$ cat src/include/iec_pkg.sv
// constants for the two-wire event control block
package iec_pkg;
  // register index on the cpu port
  localparam logic [1:0] ADDR_CTRL = 2'h0;
  localparam logic [1:0] ADDR_SR1 = 2'h1;
  localparam logic [1:0] ADDR_SR2 = 2'h2;
  localparam logic [1:0] ADDR_DATA = 2'h3;
  // bus_control fields
  localparam int CTRL_ENABLE = 5;
  localparam int CTRL_GC_EN = 4;
  localparam int CTRL_START = 3;
  localparam int CTRL_ACK = 2;
  localparam int CTRL_STOP = 1;
  localparam int CTRL_IRQ_EN = 0;
  // first status register fields
  localparam int SR1_EVENT = 7;
  localparam int SR1_HEADER = 6;
  localparam int SR1_TRA = 5;
  localparam int SR1_BUSY = 4;
  localparam int SR1_BYTE = 3;
  localparam int SR1_ADDR = 2;
  localparam int SR1_MASTER = 1;
  localparam int SR1_START = 0;
  // second status register fields
  localparam int SR2_ACKFAIL = 4;
  localparam int SR2_STOP = 3;
  localparam int SR2_ARB = 2;
  localparam int SR2_BUS_ERROR_FLAG = 1;
  localparam int SR2_GCALL = 0;
  // reset values and special bytes
  localparam logic [7:0] CTRL_RESET = 8'h00;
  localparam logic [7:0] DATA_RESET = 8'h00;
  localparam logic [7:0] GCALL_ADDR = 8'h00;
  localparam logic [7:0] NACK_RELEASE_BYTE = 8'hff;
endpackage

$ cat src/hw/iec_line_mon.sv
// line monitor: synchronises clock and data lines, finds start and stop
`timescale 1ns/1ps
module iec_line_mon (
  // clock and reset
  input wire logic sys_clk,
  input wire logic resetn,
  // raw pins
  input wire logic scl_in,
  input wire logic sda_in,
  // conditions seen on the bus
  output logic start_det,
  output logic stop_det
);
  typedef struct packed {
    logic [1:0] scl_sync;
    logic [1:0] sda_sync;
    logic scl_prev;
    logic sda_prev;
    logic start_det;
    logic stop_det;
  } iec_mon_t;

  iec_mon_t st;
  iec_mon_t next_st;

  always_comb begin
    next_st = st;
    // first stage feeds only the second stage
    next_st.scl_sync = {st.scl_sync[0], scl_in};
    next_st.sda_sync = {st.sda_sync[0], sda_in};
    next_st.scl_prev = st.scl_sync[1];
    next_st.sda_prev = st.sda_sync[1];
    // data moves while clock stays high
    next_st.start_det = st.scl_prev && st.scl_sync[1] && st.sda_prev && !st.sda_sync[1];
    next_st.stop_det = st.scl_prev && st.scl_sync[1] && !st.sda_prev && st.sda_sync[1];
  end

  always_ff @(posedge sys_clk or negedge resetn) begin
    if (!resetn) begin
      st <= '{scl_sync: 2'h3, sda_sync: 2'h3, scl_prev: 1'b1, sda_prev: 1'b1,
              start_det: 1'b0, stop_det: 1'b0};
    end else begin
      st <= next_st;
    end
  end

  assign start_det = st.start_det;
  assign stop_det = st.stop_det;
endmodule // iec_line_mon

$ cat src/hw/iec_event_ctrl.sv
// event flags, two-step clears, bus_control and clock stretch of the two-wire port
//
// The plain strobed port and the placing of the registers were left to the implementer.
`timescale 1ns/1ps
// Functional notes
// - address match sets flags; first status read clears
// - received byte sets flags; status then data read
// - sent byte sets flags; status read then data write
// - slave nack sets failure and byte flags
// - nack byte flag cleared by stop pulse or ffh
// - stop pulse release hides following stop event
// - slave stop sets flags; second status read clears
// - start sent sets flags; status read, data write
// - address done event; status read, control write
// - header sent sets flags; status read, data write
// - clock held low while any blocking flag set, unless slave stop releases lines
// - light sleep runs normally, interrupts wake cpu
// - deep stop freezes, no ack, no wake
// - one interrupt, gated by enable and cpu mask
// - bits 7:6 zero; disable resets all but stop
// - first enabling write sets only enable bit
// - general call acks 00h only; cleared on disable
// - general call addressed slave only receives
// - start bit: repeated start or start when free
// - ack bit acknowledges received address and data
// - master stop after byte, hardware clears it
// - slave stop releases lines, software clears it
// - start with bus idle enters master mode
// - error flags clear on second status read
module iec_event_ctrl (
  // clock and reset
  input wire logic sys_clk,
  input wire logic resetn,
  // cpu register port
  input wire logic [1:0] reg_addr,
  input wire logic [7:0] reg_wdata,
  input wire logic reg_wr,
  input wire logic reg_rd,
  output logic [7:0] reg_rdata,
  // cpu power and interrupt
  input wire logic cpu_int_mask,
  input wire logic wait_mode,
  input wire logic halt_mode,
  output logic irq_req,
  output logic wake_req,
  // transfer engine reports
  input wire logic eng_addr_valid,
  input wire logic [7:0] eng_addr_byte,
  input wire logic eng_own_match,
  input wire logic eng_byte_done,
  input wire logic eng_byte_tx,
  input wire logic [7:0] eng_rx_byte,
  input wire logic eng_nack,
  input wire logic eng_start_sent,
  input wire logic eng_header_sent,
  input wire logic eng_addr_done,
  input wire logic eng_stop_sent,
  input wire logic eng_arb_lost,
  input wire logic eng_bus_error,
  // transfer engine controls
  output logic ack_enable,
  output logic start_req,
  output logic stop_req,
  output logic release_req,
  output logic slave_tx_allow,
  output logic master_mode_flag,
  output logic [7:0] tx_byte,
  output logic tx_byte_load,
  // bus pins
  input wire logic scl_in,
  input wire logic sda_in,
  output logic scl_out,
  output logic scl_oe_n
);
  typedef struct packed {
    // bus_control
    logic interface_enable;
    logic general_call_enable;
    logic start;
    logic ack;
    logic stop;
    logic interrupt_enable_bit;
    // first status register
    logic event_flag;
    logic header_sent_flag;
    logic tra;
    logic busy;
    logic byte_finished_flag;
    logic address_matched_flag;
    logic master_mode_flag;
    logic start_sent_flag;
    // second status register
    logic ack_failure_flag;
    logic stop_detected_flag;
    logic arbitration_lost_flag;
    logic bus_error_flag;
    logic general_call_seen;
    // sequencing state
    logic address_complete_event;
    logic sr1_seen;
    logic nack_pending;
    logic stop_hidden;
    logic addressed;
    logic [7:0] data;
    logic [7:0] rdata;
    // registered outputs
    logic irq;
    logic wake;
    logic ack_en;
    logic start_req;
    logic stop_req;
    logic release_req;
    logic slave_tx_allow;
    logic [7:0] tx_byte;
    logic tx_load;
    logic scl_oe_n;
  } iec_state_t;

  iec_state_t st;
  iec_state_t next_st;
  logic start_det;
  logic stop_det;

  iec_line_mon u_line_mon (
    .sys_clk(sys_clk),
    .resetn(resetn),
    .scl_in(scl_in),
    .sda_in(sda_in),
    .start_det(start_det),
    .stop_det(stop_det)
  );

  always_comb begin
    logic rd_sr1;
    logic rd_sr2;
    logic rd_data;
    logic wr_data;
    logic wr_ctrl;
    logic gc_hit;
    logic hold;
    rd_sr1 = reg_rd && (reg_addr == iec_pkg::ADDR_SR1);
    rd_sr2 = reg_rd && (reg_addr == iec_pkg::ADDR_SR2);
    rd_data = reg_rd && (reg_addr == iec_pkg::ADDR_DATA);
    wr_data = reg_wr && (reg_addr == iec_pkg::ADDR_DATA);
    wr_ctrl = reg_wr && (reg_addr == iec_pkg::ADDR_CTRL);
    gc_hit = st.general_call_enable && (eng_addr_byte == iec_pkg::GCALL_ADDR);
    hold = 1'b0;
    next_st = st;
    next_st.rdata = 8'h00;
    next_st.tx_load = 1'b0;
    // deep stop leaves every register but the read data, load strobe, ack enable and wake as it stands
    if (!halt_mode) begin
      if (reg_rd) begin
        case (reg_addr)
          iec_pkg::ADDR_CTRL: begin
            // top two bits always read zero
            next_st.rdata = {2'b00, st.interface_enable, st.general_call_enable, st.start,
                             st.ack, st.stop, st.interrupt_enable_bit};
          end
          iec_pkg::ADDR_SR1: begin
            next_st.rdata = {st.event_flag, st.header_sent_flag, st.tra, st.busy,
                             st.byte_finished_flag, st.address_matched_flag,
                             st.master_mode_flag, st.start_sent_flag};
          end
          iec_pkg::ADDR_SR2: begin
            next_st.rdata = {3'b000, st.ack_failure_flag, st.stop_detected_flag,
                             st.arbitration_lost_flag, st.bus_error_flag,
                             st.general_call_seen};
          end
          iec_pkg::ADDR_DATA: begin
            next_st.rdata = st.data;
          end
          default: begin
            next_st.rdata = 8'h00;
          end
        endcase
      end

      // software clears come first so that a same-cycle set wins
      if (rd_sr1) begin
        next_st.sr1_seen = 1'b1;
        next_st.address_matched_flag = 1'b0;
        next_st.ack_failure_flag = 1'b0;
      end
      if (rd_sr2) begin
        next_st.ack_failure_flag = 1'b0;
        next_st.stop_detected_flag = 1'b0;
        next_st.arbitration_lost_flag = 1'b0;
        next_st.bus_error_flag = 1'b0;
      end
      if (rd_data && st.sr1_seen) begin
        next_st.sr1_seen = 1'b0;
        if (!st.tra) begin
          next_st.byte_finished_flag = 1'b0;
        end
      end
      if (wr_data) begin
        next_st.data = reg_wdata;
        next_st.tx_byte = reg_wdata;
        next_st.tx_load = 1'b1;
        if (st.sr1_seen) begin
          next_st.sr1_seen = 1'b0;
          next_st.start_sent_flag = 1'b0;
          next_st.header_sent_flag = 1'b0;
          if (st.tra) begin
            next_st.byte_finished_flag = 1'b0;
            next_st.tra = 1'b0;
          end
        end
        // an all-ones byte lets a refused slave transmitter drop out
        if (st.nack_pending && (reg_wdata == iec_pkg::NACK_RELEASE_BYTE)) begin
          next_st.byte_finished_flag = 1'b0;
          next_st.nack_pending = 1'b0;
          next_st.tra = 1'b0;
        end
      end
      if (wr_ctrl) begin
        if (!st.interface_enable) begin
          // waking write only turns the port on
          next_st.interface_enable = reg_wdata[iec_pkg::CTRL_ENABLE];
        end else begin
          next_st.interface_enable = reg_wdata[iec_pkg::CTRL_ENABLE];
          next_st.general_call_enable = reg_wdata[iec_pkg::CTRL_GC_EN];
          next_st.start = reg_wdata[iec_pkg::CTRL_START];
          next_st.ack = reg_wdata[iec_pkg::CTRL_ACK];
          next_st.stop = reg_wdata[iec_pkg::CTRL_STOP];
          next_st.interrupt_enable_bit = reg_wdata[iec_pkg::CTRL_IRQ_EN];
          if (st.sr1_seen) begin
            next_st.sr1_seen = 1'b0;
            next_st.address_complete_event = 1'b0;
          end
        end
        // stop raised then dropped while refused: lines let go
        if (st.nack_pending && st.stop && !reg_wdata[iec_pkg::CTRL_STOP]) begin
          next_st.byte_finished_flag = 1'b0;
          next_st.nack_pending = 1'b0;
          next_st.tra = 1'b0;
          next_st.stop_hidden = 1'b1;
        end
      end

      // bus conditions; ignored while disabled, when busy is held clear
      if (st.interface_enable && start_det) begin
        next_st.busy = 1'b1;
      end
      if (st.interface_enable && stop_det) begin
        next_st.busy = 1'b0;
        next_st.master_mode_flag = 1'b0;
        next_st.general_call_seen = 1'b0;
        next_st.tra = 1'b0;
        next_st.addressed = 1'b0;
        next_st.stop_hidden = 1'b0;
        if (!st.master_mode_flag && st.addressed && !st.stop_hidden) begin
          next_st.stop_detected_flag = 1'b1;
        end
      end

      // hardware sets from the transfer engine
      if (st.interface_enable) begin
        if (eng_addr_valid && st.ack && (eng_own_match || gc_hit)) begin
          next_st.address_matched_flag = 1'b1;
          next_st.addressed = 1'b1;
          next_st.general_call_seen = gc_hit;
        end
        if (eng_byte_done) begin
          next_st.byte_finished_flag = 1'b1;
          next_st.tra = eng_byte_tx;
          if (!eng_byte_tx) begin
            next_st.data = eng_rx_byte;
          end
        end
        if (eng_nack) begin
          next_st.ack_failure_flag = 1'b1;
          if (!st.master_mode_flag) begin
            next_st.byte_finished_flag = 1'b1;
            next_st.tra = 1'b1;
            next_st.nack_pending = 1'b1;
          end
        end
        if (eng_start_sent) begin
          next_st.start_sent_flag = 1'b1;
          next_st.start = 1'b0;
          next_st.master_mode_flag = 1'b1;
        end
        if (eng_header_sent) begin
          next_st.header_sent_flag = 1'b1;
        end
        if (eng_addr_done) begin
          next_st.address_complete_event = 1'b1;
        end
        if (eng_stop_sent && st.master_mode_flag) begin
          next_st.stop = 1'b0;
          next_st.master_mode_flag = 1'b0;
        end
        if (eng_arb_lost) begin
          next_st.arbitration_lost_flag = 1'b1;
          next_st.master_mode_flag = 1'b0;
          next_st.tra = 1'b0;
        end
        if (eng_bus_error) begin
          next_st.bus_error_flag = 1'b1;
          next_st.busy = 1'b0;
        end
        // idle bus and a start request: take the master role
        if (st.start && !st.busy && !st.master_mode_flag) begin
          next_st.master_mode_flag = 1'b1;
        end
      end

      // disabling clears all but the stop bit
      if (!next_st.interface_enable) begin
        next_st.general_call_enable = 1'b0;
        next_st.start = 1'b0;
        next_st.ack = 1'b0;
        next_st.interrupt_enable_bit = 1'b0;
        next_st.header_sent_flag = 1'b0;
        next_st.tra = 1'b0;
        next_st.busy = 1'b0;
        next_st.byte_finished_flag = 1'b0;
        next_st.address_matched_flag = 1'b0;
        next_st.master_mode_flag = 1'b0;
        next_st.start_sent_flag = 1'b0;
        next_st.ack_failure_flag = 1'b0;
        next_st.stop_detected_flag = 1'b0;
        next_st.arbitration_lost_flag = 1'b0;
        next_st.bus_error_flag = 1'b0;
        next_st.general_call_seen = 1'b0;
        next_st.address_complete_event = 1'b0;
        next_st.sr1_seen = 1'b0;
        next_st.nack_pending = 1'b0;
        next_st.stop_hidden = 1'b0;
        next_st.addressed = 1'b0;
      end

      next_st.event_flag = next_st.byte_finished_flag | next_st.address_matched_flag
                           | next_st.start_sent_flag | next_st.ack_failure_flag
                           | next_st.stop_detected_flag | next_st.arbitration_lost_flag
                           | next_st.bus_error_flag | next_st.header_sent_flag
                           | next_st.address_complete_event;
      // one shared line, gated by enable bit and cpu mask
      next_st.irq = next_st.event_flag && next_st.interrupt_enable_bit
                    && !cpu_int_mask;
      next_st.start_req = next_st.start;
      next_st.stop_req = next_st.stop && next_st.master_mode_flag;
      // slave stop stays set until software drops it
      next_st.release_req = next_st.interface_enable && next_st.stop
                            && !next_st.master_mode_flag;
      next_st.slave_tx_allow = next_st.interface_enable
                               && !next_st.general_call_seen;
      hold = next_st.header_sent_flag | next_st.start_sent_flag
             | next_st.byte_finished_flag | next_st.address_matched_flag
             | next_st.address_complete_event;
      // released lines win over a stretch so the bus can recover
      next_st.scl_oe_n = !(next_st.interface_enable && hold && !next_st.release_req);
    end
    // power mode terms act even while frozen
    next_st.ack_en = next_st.interface_enable && next_st.ack && !halt_mode;
    next_st.wake = next_st.irq && wait_mode && !halt_mode;
  end

  always_ff @(posedge sys_clk or negedge resetn) begin
    if (!resetn) begin
      st <= '0;
      st.scl_oe_n <= 1'b1;
      st.data <= iec_pkg::DATA_RESET;
      st.tx_byte <= iec_pkg::DATA_RESET;
    end else begin
      st <= next_st;
    end
  end

  assign reg_rdata = st.rdata;
  assign irq_req = st.irq;
  assign wake_req = st.wake;
  assign ack_enable = st.ack_en;
  assign start_req = st.start_req;
  assign stop_req = st.stop_req;
  assign release_req = st.release_req;
  assign slave_tx_allow = st.slave_tx_allow;
  assign master_mode_flag = st.master_mode_flag;
  assign tx_byte = st.tx_byte;
  assign tx_byte_load = st.tx_load;
  // the line is only ever pulled low, never driven high
  assign scl_out = 1'b0;
  assign scl_oe_n = st.scl_oe_n;
endmodule // iec_event_ctrl

$ cat config.mk
export PLATFORM = sky130hd
export DESIGN_NAME = iec_event_ctrl
export DESIGN_NICKNAME = d
export VERILOG_FILES = /design/src/include/iec_pkg.sv /design/src/hw/iec_line_mon.sv /design/src/hw/iec_event_ctrl.sv
export SDC_FILE = /design/constraint.sdc
export NUM_CORES = 1
export LEC_CHECK = 0
export BUFFER_PORTS_ARGS = -buffer_cell sky130_fd_sc_hd__clkbuf_2
export CORE_MARGIN = 4
export CORE_UTILIZATION = 27
export DETAILED_ROUTE_END_ITERATION = 8
export SETUP_SLACK_MARGIN = 0.3
export SKIP_CTS_REPAIR_TIMING = 1
export SLEW_MARGIN = 20
export SYNTH_ARGS = -nofsm -noshare
export SYNTH_HDL_FRONTEND = slang
export SYNTH_SLANG_ARGS = --single-unit
$ cat constraint.sdc
create_clock -name sys_clk -period 4.5 [get_ports sys_clk]
set_clock_uncertainty 0.05 [all_clocks]
set_input_delay 0.225 -clock sys_clk [delete_from_list [all_inputs] [get_ports sys_clk]]
set_output_delay 0.225 -clock sys_clk [all_outputs]
set_load 0.005 [all_outputs]
After elaboration in Yosys (flattened, before gate mapping). Cells that the tools add are included. W data, S select, Z words.

Bits in writable memories: 0. Logic and storage cells: 201. Register bits after elaboration: 64. ROM bits: 0. Latch bits: 0. Memories: 0.

Bitwise operators: 13. Mux-type cells: 85. Divide/modulo/power cells: 0. Multipliers: 0. Shift-type cells: 0. $lt $le $gt $ge: 0. Add/sub/neg operators: 0. Equality and inequality tests: 8. Reductions and logical operators: 54.

Operator list (count): $mux W1 (55); $mux W41 (1); $mux W8 (5); $logic_and A1 B1 Y1 (36); $mux W17 (2); $pmux W8 S4 (1); $mux W2 (13); $logic_not A1 Y1 (12); $mux W4 (3); $mux W6 (2); $or A1 B1 Y1 (12); $mux W9 (1); $eq A8 B8 Y1 const B (1); $logic_not A8 Y1 (1); $ne A4 B3 Y1 const B (2); $ne A3 B3 Y1 const B (2); $reduce_and A3 Y1 (2); $mux W5 (1); $eq A2 B2 Y1 const B (2); $mux W3 (1); $eq A2 B1 Y1 const B (1); $logic_not A2 Y1 (1); $reduce_and A2 Y1 (1); $logic_or A1 B1 Y1 (1); $not A1 Y1 (1).

Depth between registers and ports, before layout. Gate-level depths: netlist of run 1.

Word-level depth: 30. Gate-level depth with buffers: 7.

Hierarchy. Synthesis of run 1 repeated with hierarchy kept, for this count alone.

Cells, all modules: 324. Area, all modules: 3258.1 µm².

By module, submodules not included: iec_event_ctrl (cells each 314, seq. area each 1402.6 µm², area an instance 3030.4 µm², times used 1); iec_line_mon (cells each 10, seq. area each 207.7 µm², area an instance 227.7 µm², times used 1).

Worst setup path before layout of run 1. No wires, ideal clock.

Path kind: input port to flip-flop. Start: input port reg_addr[0]. End: register st[37] (netlist bit). Data required time: 4.328 ns. Setup slack: 2.801 ns. Arrival: 1.527 ns. Buffers on the path: 1. Stages: 5. Cells stage by stage: buf_2 -> nor3b_4 -> mux2i_1 -> nor2_1 -> a32o_1.

Word-level cells in the longest chain between the ends: 7.

Ends and longest elaborated chain: start, declared (RTL line iec_event_ctrl.sv:35) `input wire logic [1:0] reg_addr,`; $logic_not A2 Y1 * (RTL line iec_event_ctrl.sv:145) `wr_ctrl = reg_wr && (reg_addr == iec_pkg::ADDR_CTRL);`; $logic_and A1 B1 Y1 * (RTL line iec_event_ctrl.sv:145); $mux W4 (RTL line iec_event_ctrl.sv:217) `if (wr_ctrl) begin`; $mux W1 (RTL line iec_event_ctrl.sv:288) `if (eng_addr_done) begin`; $mux W4 (RTL line iec_event_ctrl.sv:259) `if (st.interface_enable) begin`; $mux W17 * (RTL line iec_event_ctrl.sv:311) `if (!next_st.interface_enable) begin`; $mux W17 * (RTL line iec_event_ctrl.sv:152) `if (!halt_mode) begin`; end signal, assigned (RTL line iec_event_ctrl.sv:368) `st <= next_st;`; end, declared (RTL line iec_event_ctrl.sv:119) `iec_state_t st;`.

Every way passes the cells marked *; elsewhere a longest branch is shown, timed or not. The select of a mux whose other input is x is not followed. A chain may end at the register's enable or synchronous reset.

Worst setup path after layout of run 1.
Start: input port halt_mode. End: register tx_byte[5] (netlist name).

Word-level cells in the longest chain between the ends: 2.

Ends and longest elaborated chain: start, declared (RTL line iec_event_ctrl.sv:43) `input wire logic halt_mode,`; $not A1 Y1 (no source line); $reduce_and A2 Y1 (no source line).

No other way between the ends.

==> results of run 1 <==
[power groups by stage]
stage	combinational, mW	clock [mW]	sequential (mW)
final	0.513	0.790	0.814
after global routing	0.571	0.829	0.828
after CTS	0.511	0.803	0.812
after detailed placement	0.508	0	0.822
after global placement	0.497	0	0.821
after floorplan	0.372	0	0.781
[layout by cell type, fill, tap and decap left out, drive strengths merged, types with 3 or more instances in the layout]
cell type / n
nand3b: 4
mux2i: 6
inv: 7
a21o: 3
a22oi: 8
bufinv: 3
nor3: 5
clkinv: 4
o31ai: 5
nand4: 7
dfstp: 7
and3: 6
nor4: 3
a32o: 5
nand2: 55
o21ai: 30
nand3: 8
clkbuf: 81
mux4: 5
nor2: 14
nor2b: 7
nor3b: 4
a21oi: 7
a22o: 7
dfrtp: 57
[kinds of logic (layout without fill, tap and decap cells)]
family          Yosys count  count (layout)  share of synthesized area (%)
xor+xnor                  1               1                          0.273
flops                    64              64                           50.2
compound gates           79              79                           16.7
simple gates            121             121                           19.0
buf+inv                  41             100                           7.49
other cells               1               1                          0.117
mux                      13              13                           6.20
[how the worst min path moves through the flow]
stage	startpoint	to	cells past startpoint
2_1_floorplan	resetn	ack_enable	0
3_3_place_gp	scl_in	u_line_mon.next_st[7]	1
3_5_place_dp	sda_in	u_line_mon.next_st[5]	1
4_1_cts	sda_in	u_line_mon.next_st[5]	1
5_1_grt	cpu_int_mask	irq_req	2
6_report	resetn	release_req	2
[flip-flops by register name, summed over array words and instances, names as in the netlist, 2 cells and up]
name                count
st                     30
u_line_mon.next_st      4
reg_rdata               8
tx_byte                 8
u_line_mon.st           2
[routing by layer]
layer,share of wire [%],vias up
li1,-,1249
met1,42,1264
met2,49,137
met3,6.9,26
met4,2.3,0
met5,0,-
[Yosys cell counts, drive strengths merged, types with 2 or more instances]
master and instances:
a21o 3, a21oi 7, a22o 7, a22oi 8
a32o 5, and3 6, buf 26, clkbuf 6
clkinv 2, dfrtp 57, dfstp 7, inv 7
mux2 2, mux2i 6, mux4 5, nand2 55
nand2b 2, nand3 8, nand3b 4, nand4 7
nor2 14, nor2b 7, nor3 5, nor3b 4
nor4 3, o21ai 30, o22ai 2, o31a 2
o31ai 5, o41ai 2, or3 2
[final cells by class]
type	instances	area [µm²]	area share, %
Clock inverter	6	108	2.75
Clock buffer	10	229	5.86
Multi-Input combinational cell	215	1360	34.7
Sequential cell	64	1610	41.2
Inverter	9	33.8	0.865
Tap cell	143	179	4.58
Timing Repair Buffer	75	390	9.99
[worst max-delay path, cell delays in order]
cell and delay [ns]:
clkbuf_2 0.54, clkinv_1 0.71, nand2b_1 0.50, clkinv_1 0.34
nand2_1 0.14, nand2_1 0.07
[stage by stage]
step	utilization, %	instance area, µm²	cells	setup slack [ns]
floorplan	-	3210	320	2.80
global placement	30.8	3550	504	2.00
detailed placement	30.8	3550	504	1.86
CTS	33.8	3890	520	2.22
global route	33.9	3910	522	1.96
finish	33.9	3910	522	2.14
==> results.py, run 1 <==
metrics = {
    "outcome": {
        "status": "finished clean",
    },
    "clock_network": {
        "clk_latency_ns": 0.33,
        "cts_root_buf": "clkbuf_16",
        "clk_pin_slew_ns": 0.06,
        "h-tree-depth": 3,
        "numCtsBuffers": 9,
        "clock_sinks": 64,
        "cts_buffer_depth": 2,
        "tritoncts": "done",
    },
    "grt": {
        "grt_pass1_wl_mm": 13.8,
        "grt_max_degree": 65,
        "grt_pass1_vias": 2546,
        "antenna_found_initial": 0,
        "grt.busiest_layer": "met2",
        "grt.total_usage_pct": 13.4,
        "met3_usage_pct": 3.29,
        "grt-ovfl-total": 0,
        "use_met2_pct": 21.3,
        "grt_util_met1_pct": 17.5,
    },
    "synth": {
        "syn_area_per_cell_um2": 10.0,
        "ys_seq_area_share_pct": 50.2,
        "synth_edf_count": 0,
        "netlist_area_um2": 3210,
        "yosysTopAreaCell": "dfrtp_1",
        "synth_top_area_share_pct": 44.5,
        "synth_nets": 366,
        "ys_warn_count": 0,
        "netlist_top_cells_area": "dfrtp_1 (44%), nand2_1 (6.3%), dfstp_2 (5.7%)",
        "async_flop_share_pct": 100,
        "synth_flop_cell": "dfrtp_1",
        "synth_cells": 320,
        "ys_ff_latch": 64,
        "synth_cell_type_count": 53,
    },
    "floorplan": {
        "boundaryPins": 73,
        "start_util_pct": 27.9,
        "die_area_um2": 13700,
        "die_width_um": 117,
        "core-area_um2": 11500,
        "die_y_um": 117,
        "row_count": 39,
    },
    "worst_setup_path": {
        "path_class": "in -> reg",
        "r2r_slack_ns": 2.48,
        "regToRegStartpoint": "st[56]",
        "cp.arrival_ns": 2.53,
        "critPathRequiredTime_ns": 4.67,
        "start_kind": "input port",
        "endpoint_kind": "register",
        "r2r_end": "st[50]",
        "critical_path_peak_fanout": 34,
        "rr_worst_depth": 6,
        "crit_start": "halt_mode",
        "crit_end": "tx_byte[5]",
    },
    "placed_design": {
        "portBuffers": 71,
        "gp_congestion": 0.844,
        "hpwl_mm": 6.57,
    },
    "cells_and_area": {
        "layout-drive-gt1-share_pct": 28.2,
        "syn_to_final_growth_pct": 21.8,
        "final_nets": 420,
        "fillers": 1187,
        "n_antenna_cell": 0,
    },
    "power": {
        "power.density_nw_per_um2": 542,
        "p_comb_share_pct": 24.2,
        "seqPwrFrac_pct": 38.5,
        "p_int_mw": 1.47,
        "switching_power_uw": 649,
        "p_clk_share_pct": 37.3,
        "swShare_pct": 30.7,
        "p_leak_nw": 1.82,
        "vdd_ir_drop_max_v": 0.000198,
        "finalPower_mw": 2.12,
    },
    "route": {
        "vias": 2676,
        "routedWlPerCell_um": 17.3,
        "drtPass1Iterations": 6,
        "viasPerCell": 5.13,
        "drt_iter0_markers": 264,
        "drc": 0,
        "ant_nets": 0,
        "routed_wl_mm": 9.04,
    },
    "sta": {
        "report.final.setup_viol": 0,
        "slew_violations": 0,
        "rsz0062_at_grt": "no",
        "tns_ns": 0,
        "worst_pin_slew_ns": 0.812,
        "whs_ns": 0.0188,
        "timing.fmax_ghz": 0.423,
        "min_period_over_period_pct": 52.5,
        "post-route-min-period_ns": 2.36,
        "finalHoldViolations": 0,
        "slew_headroom_pct": 45.8,
    },
    "run": {
        "maxCapViolCount": 0,
    },
    "hold_path": {
        "min_path_type": "in -> async",
    },
}
Note: power is estimated with default switching activity, not from simulation.
==> run 2: changes to the inputs <==
clock period = 2.2 ns   (was 4.5 ns; I/O delays follow)
==> run 2 against run 1 <==
  * The flow now finishes with violations (negative hold slack)
  * Global-route usage up 1.0 points
  * Clock power up 94%
  * Sequential cell count unchanged
  * Register-to-register slack worse by 2.0 ns
  * First-iteration DRC count down 47%
  * Critical endpoint is now wake_req
==> results.py, run 2 (synthesis gave the netlist of run 1 again) <==
metrics = {
    "route": {
        "ant_nets": 0,
        "drtPass1Iterations": 4,
        "drt_iter0_markers": 140,
        "routedWlPerCell_um": 17.3,
        "vias": 2730,
        "drc": 0,
        "routed_wl_mm": 9.32,
        "viasPerCell": 5.07,
    },
    "placed_design": {
        "preCtsSetupSlack_ns": 0.378,
        "gp_congestion": 0.954,
        "hpwl_mm": 7.13,
        "dpl_cell_area_um2": 3630,
        "portBuffers": 71,
    },
    "clock_network": {
        "tritoncts": "done",
        "clk_latency_ns": 0.33,
        "clk_pin_slew_ns": 0.05,
        "clock_sinks": 64,
        "cts_buffer_depth": 2,
        "h-tree-depth": 3,
        "cts_root_buf": "clkbuf_16",
        "numCtsBuffers": 9,
    },
    "cells_and_area": {
        "final-seq-area_um2": 1610,
        "final_nets": 436,
        "n_antenna_cell": 0,
        "post-route-util_pct": 35.1,
        "final_common_cell": "clkbuf_2",
        "layout-drive-gt1-share_pct": 30.4,
        "final_area_um2": 4040,
        "top_register": "st",
        "syn_to_final_growth_pct": 25.8,
        "multi_input_area_um2": 1370,
        "fillers": 1186,
        "largest_reg_flops": 30,
        "final_cell_mix": "clkbuf_2 (71), dfrtp_1 (57), nand2_1 (54), o21ai_0 (28), nor2_1 (14)",
    },
    "power": {
        "power.density_nw_per_um2": 1070,
        "p_leak_nw": 1.89,
        "vdd_ir_drop_max_v": 0.000327,
    },
    "grt": {
        "antenna_found_initial": 0,
        "grt-ovfl-total": 0,
        "grt_pass1_wl_mm": 14.7,
        "grt_pass1_vias": 2708,
        "grt.total_usage_pct": 14.4,
        "grt_max_degree": 34,
    },
    "sta": {
        "timing.fmax_ghz": 0.566,
        "post-route-min-period_ns": 1.77,
        "fin_ws_ns": 0.434,
        "slew_violations": 0,
        "slew_headroom_pct": 62.9,
        "report.final.setup_viol": 0,
        "whs_ns": -0.00752,
        "rsz0062_at_grt": "no",
        "min_period_over_period_pct": 80.3,
        "tns_ns": 0,
        "finalHoldViolations": 1,
        "worst_pin_slew_ns": 0.554,
    },
    "worst_setup_path": {
        "critPathRequiredTime_ns": 2.37,
        "path_buf_inv": 0,
        "cp_top_family": "simple AND/OR/NAND/NOR gates",
        "start_kind": "register",
        "critical_path_peak_fanout": 9,
        "rr_worst_depth": 4,
        "cp.arrival_ns": 1.93,
        "regToRegStartpoint": "master_mode_flag",
        "endpoint_kind": "register",
        "worstPathCellList": "or4_1, nand4_1, nor3_2, nor4_1",
        "r2r_slack_ns": 0.43,
        "path_class": "reg -> reg",
        "critical-path-max-stage-delay_ns": 0.59,
        "critPathSlowestCell": "or4_1",
        "r2r_end": "wake_req",
    },
    "floorplan": {
        "row_count": 39,
        "core-area_um2": 11500,
        "boundaryPins": 73,
        "start_util_pct": 27.9,
        "die_area_um2": 13700,
        "die_y_um": 117,
        "die_width_um": 117,
    },
    "outcome": {
        "status": "finished, violations left",
        "violations": "negative hold slack",
    },
    "hold_path": {
        "holdCritStartpoint": "reg_wdata[3]",
        "hold_depth": 3,
        "min_path_type": "in -> reg",
        "worstHoldEndpoint": "tx_byte[3]",
    },
    "run": {
        "maxCapViolCount": 0,
    },
}
run 2: changes by cell type in the layout (fill, tap and decap cells not counted):
cell and change:
buf_4 +10, buf_6 +1, bufinv_16 -1, clkbuf_1 -1
clkbuf_8 +1, clkinv_2 +1, dlygate4sd3_1 +5, o21ai_0 -1
o21ai_1 +1, o32ai_1 -1, o32ai_2 +1
run 2: how the worst max path moves through the flow:
stage                           startpoint        to  depth (start not counted)
after floorplan                     st[56]    st[47]                          6
after global placement         reg_addr[1]    st[50]                          6
after detailed placement       reg_addr[0]    st[50]                          6
after CTS                           st[56]    st[50]                          6
after global routing                st[56]    st[50]                          6
final                     master_mode_flag  wake_req                          4
run 2: layout make-up:
cell class,count,share of cell area [%]
clock inverter,6,2.05
sequential,64,39.9
clock buffer,10,5.92
timing repair buffer,91,13.1
inverter,9,0.837
multi-input combinational,215,33.8
tap,143,4.43
run 2: power breakdown:
part	leakage [nW]	internal, mW	switching, mW	total, mW
combinational	0.906	0.501	0.609	1.11
clock	0.158	1.02	0.513	1.53
sequential	0.827	1.45	0.220	1.67
total	1.89	2.96	1.34	4.31
run 2: routing by layer:
layer,GRT usage (%),vias up,routed length [µm]
li1,-,1287,-
met1,18.7,1340,4030
met2,23.1,85,4600
met3,4.37,18,517
met4,4.74,0,172
met5,0,-,0
run 2: stage by stage:
stage / power, mW / instances
global placement: 2.76 / 515
floorplan: 2.36 / 320
finish: 4.31 / 538
CTS: 4.32 / 531
detailed placement: 2.77 / 515
global route: 4.56 / 538
run 2: worst reg2reg max path, stage by stage (launching register included):
cell	delay (ns)
dfrtp_1	0.47
or4_1	0.59
nand4_1	0.15
nor3_2	0.08
nor4_1	0.31
==> run 3: changes to the inputs <==
clock period = 1.6 ns   (was 2.2 ns; I/O delays follow)
==> run 3 against run 2 <==
  * Combinational power rose by 140%
  * Sequential cell count did not move
  * Critical path depth did not move
  * Register-to-register slack got worse by 0.54 ns
  * The flow finishes with violations (negative hold slack, negative setup slack)
  * Sequential share of layout area fell by 6.9 points
  * Hold slack got worse by 0.0069 ns
  * Utilization rose by 7.4 points
  * Die area did not move
  * Non-clock buffer count rose by 46
  * Final area rose by 21%
  * Highest routed layer unchanged
==> results.py, run 3 (synthesis gave the netlist of run 1 again) <==
metrics = {
    "outcome": {
        "status": "finished, violations left",
        "violations": "negative hold slack, negative setup slack",
    },
    "cells_and_area": {
        "final_cell_mix": "clkbuf_2 (71), dfrtp_1 (55), nand2_1 (49), buf_4 (35), buf_6 (19)",
        "n_antenna_cell": 0,
        "layout-drive-gt1-share_pct": 51.1,
        "final-seq-area_um2": 1610,
        "final_nets": 483,
        "largest_reg_flops": 30,
        "multi_input_area_um2": 1810,
        "fillers": 1085,
        "final_area_um2": 4890,
        "final_common_cell": "clkbuf_2",
        "top_register": "st",
        "syn_to_final_growth_pct": 52.4,
    },
    "route": {
        "drc": 0,
        "drtPass1Iterations": 4,
        "viasPerCell": 5.06,
        "ant_nets": 0,
        "routedWlPerCell_um": 17.8,
        "vias": 2962,
        "routed_wl_mm": 10.4,
        "drt_iter0_markers": 147,
    },
    "placed_design": {
        "hpwl_mm": 7.66,
        "dpl_cell_area_um2": 3960,
        "portBuffers": 71,
        "gp_congestion": 0.892,
        "preCtsSetupSlack_ns": -0.0912,
    },
    "run": {
        "maxCapViolCount": 0,
    },
    "hold_path": {
        "hold_depth": 2,
        "worstHoldEndpoint": "st[37]",
        "min_path_type": "in -> reg",
        "holdCritStartpoint": "eng_addr_done",
    },
    "floorplan": {
        "start_util_pct": 27.9,
        "row_count": 39,
        "die_area_um2": 13700,
        "die_width_um": 117,
        "die_y_um": 117,
        "boundaryPins": 73,
        "core-area_um2": 11500,
    },
    "worst_setup_path": {
        "rr_worst_depth": 4,
        "cp.depth": 4,
        "critPathRequiredTime_ns": 1.76,
        "regToRegStartpoint": "master_mode_flag",
        "cp_top_family": "simple AND/OR/NAND/NOR gates",
        "r2r_end": "irq_req",
        "path_class": "reg -> reg",
        "critPathSlowestCell": "or4_4",
        "start_kind": "register",
        "r2r_slack_ns": -0.10,
        "cp.arrival_ns": 1.87,
        "endpoint_kind": "register",
        "critical-path-max-stage-delay_ns": 0.54,
        "critical_path_peak_fanout": 5,
        "worstPathCellList": "or4_4, nand4_1, nor3_4, o41ai_2",
        "path_buf_inv": 0,
    },
    "sta": {
        "worst_pin_slew_ns": 0.672,
        "whs_ns": -0.0144,
        "timing.fmax_ghz": 0.587,
        "slew_headroom_pct": 55.2,
        "tns_ns": -0.164,
        "report.final.setup_viol": 4,
        "rsz0062_at_grt": "yes",
        "post-route-min-period_ns": 1.70,
        "fin_ws_ns": -0.104,
        "min_period_over_period_pct": 106,
        "finalHoldViolations": 2,
        "slew_violations": 0,
    },
    "grt": {
        "antenna_found_initial": 0,
        "grt_pass1_vias": 2927,
        "grt_max_degree": 34,
        "grt.total_usage_pct": 14.8,
        "grt_pass1_wl_mm": 15.3,
        "grt-ovfl-total": 0,
    },
    "clock_network": {
        "clk_latency_ns": 0.33,
        "tritoncts": "done",
        "cts_buffer_depth": 2,
        "numCtsBuffers": 9,
        "clk_pin_slew_ns": 0.06,
        "h-tree-depth": 3,
        "clock_sinks": 64,
        "cts_root_buf": "clkbuf_16",
    },
    "power": {
        "vdd_ir_drop_max_v": 0.000569,
        "power.density_nw_per_um2": 1370,
        "p_leak_nw": 2.22,
    },
}
## run 3: cell types whose count changed in the layout (fill, tap and decap cells not counted), sizes merged
cell         previous run  this run
clkinv                  5         6
buf                    13        58
clkbuf                 81        83
bufinv                  2         0
dlygate4sd3             7         8
nand2                  55        56
clkinvlp                1         0
## run 3: area by class of cell
type	instances	area share, %
multi-input combinational	216	37.0
sequential	64	33.0
clock buffer	12	5.04
timing repair buffer	137	20.2
clock inverter	4	0.409
tap	143	3.66
inverter	9	0.716
## run 3: worst max-delay path by stage
stage / end / start / slack, ns
CTS: irq_req / master_mode_flag / -0.16
global placement: st[33] / reg_addr[0] / -0.08
finish: irq_req / master_mode_flag / -0.10
global route: irq_req / st[48] / -0.13
detailed placement: irq_req / master_mode_flag / -0.09
floorplan: irq_req / master_mode_flag / 0.04
## run 3: per-layer routing
| metal | vias to the layer above | routed length, µm | global-route usage [%] |
|---|---|---|---|
| li1 | 1381 | - | - |
| met1 | 1479 | 4290 | 18.5 |
| met2 | 81 | 5360 | 24.5 |
| met3 | 21 | 447 | 3.60 |
| met4 | 0 | 312 | 6.19 |
| met5 | - | 0 | 0 |
## run 3: worst register-to-register path: stages (launching register included)
cell and delay, ns:
dfrtp_2 0.44, or4_4 0.54, nand4_1 0.16, nor3_4 0.08, o41ai_2 0.32
## run 3: power by group
part | internal (mW) | switching, mW
clock | 1.08 | 0.671
sequential | 1.99 | 0.304
combinational | 1.37 | 1.29
## run 3: metrics by stage
step	power [mW]	util, %	cells
after global placement	4.14	34.4	547
after CTS	5.94	36.7	563
after detailed placement	4.17	34.4	547
after global routing	7.06	42.5	585
after floorplan	3.35	-	320
final	6.71	42.5	585
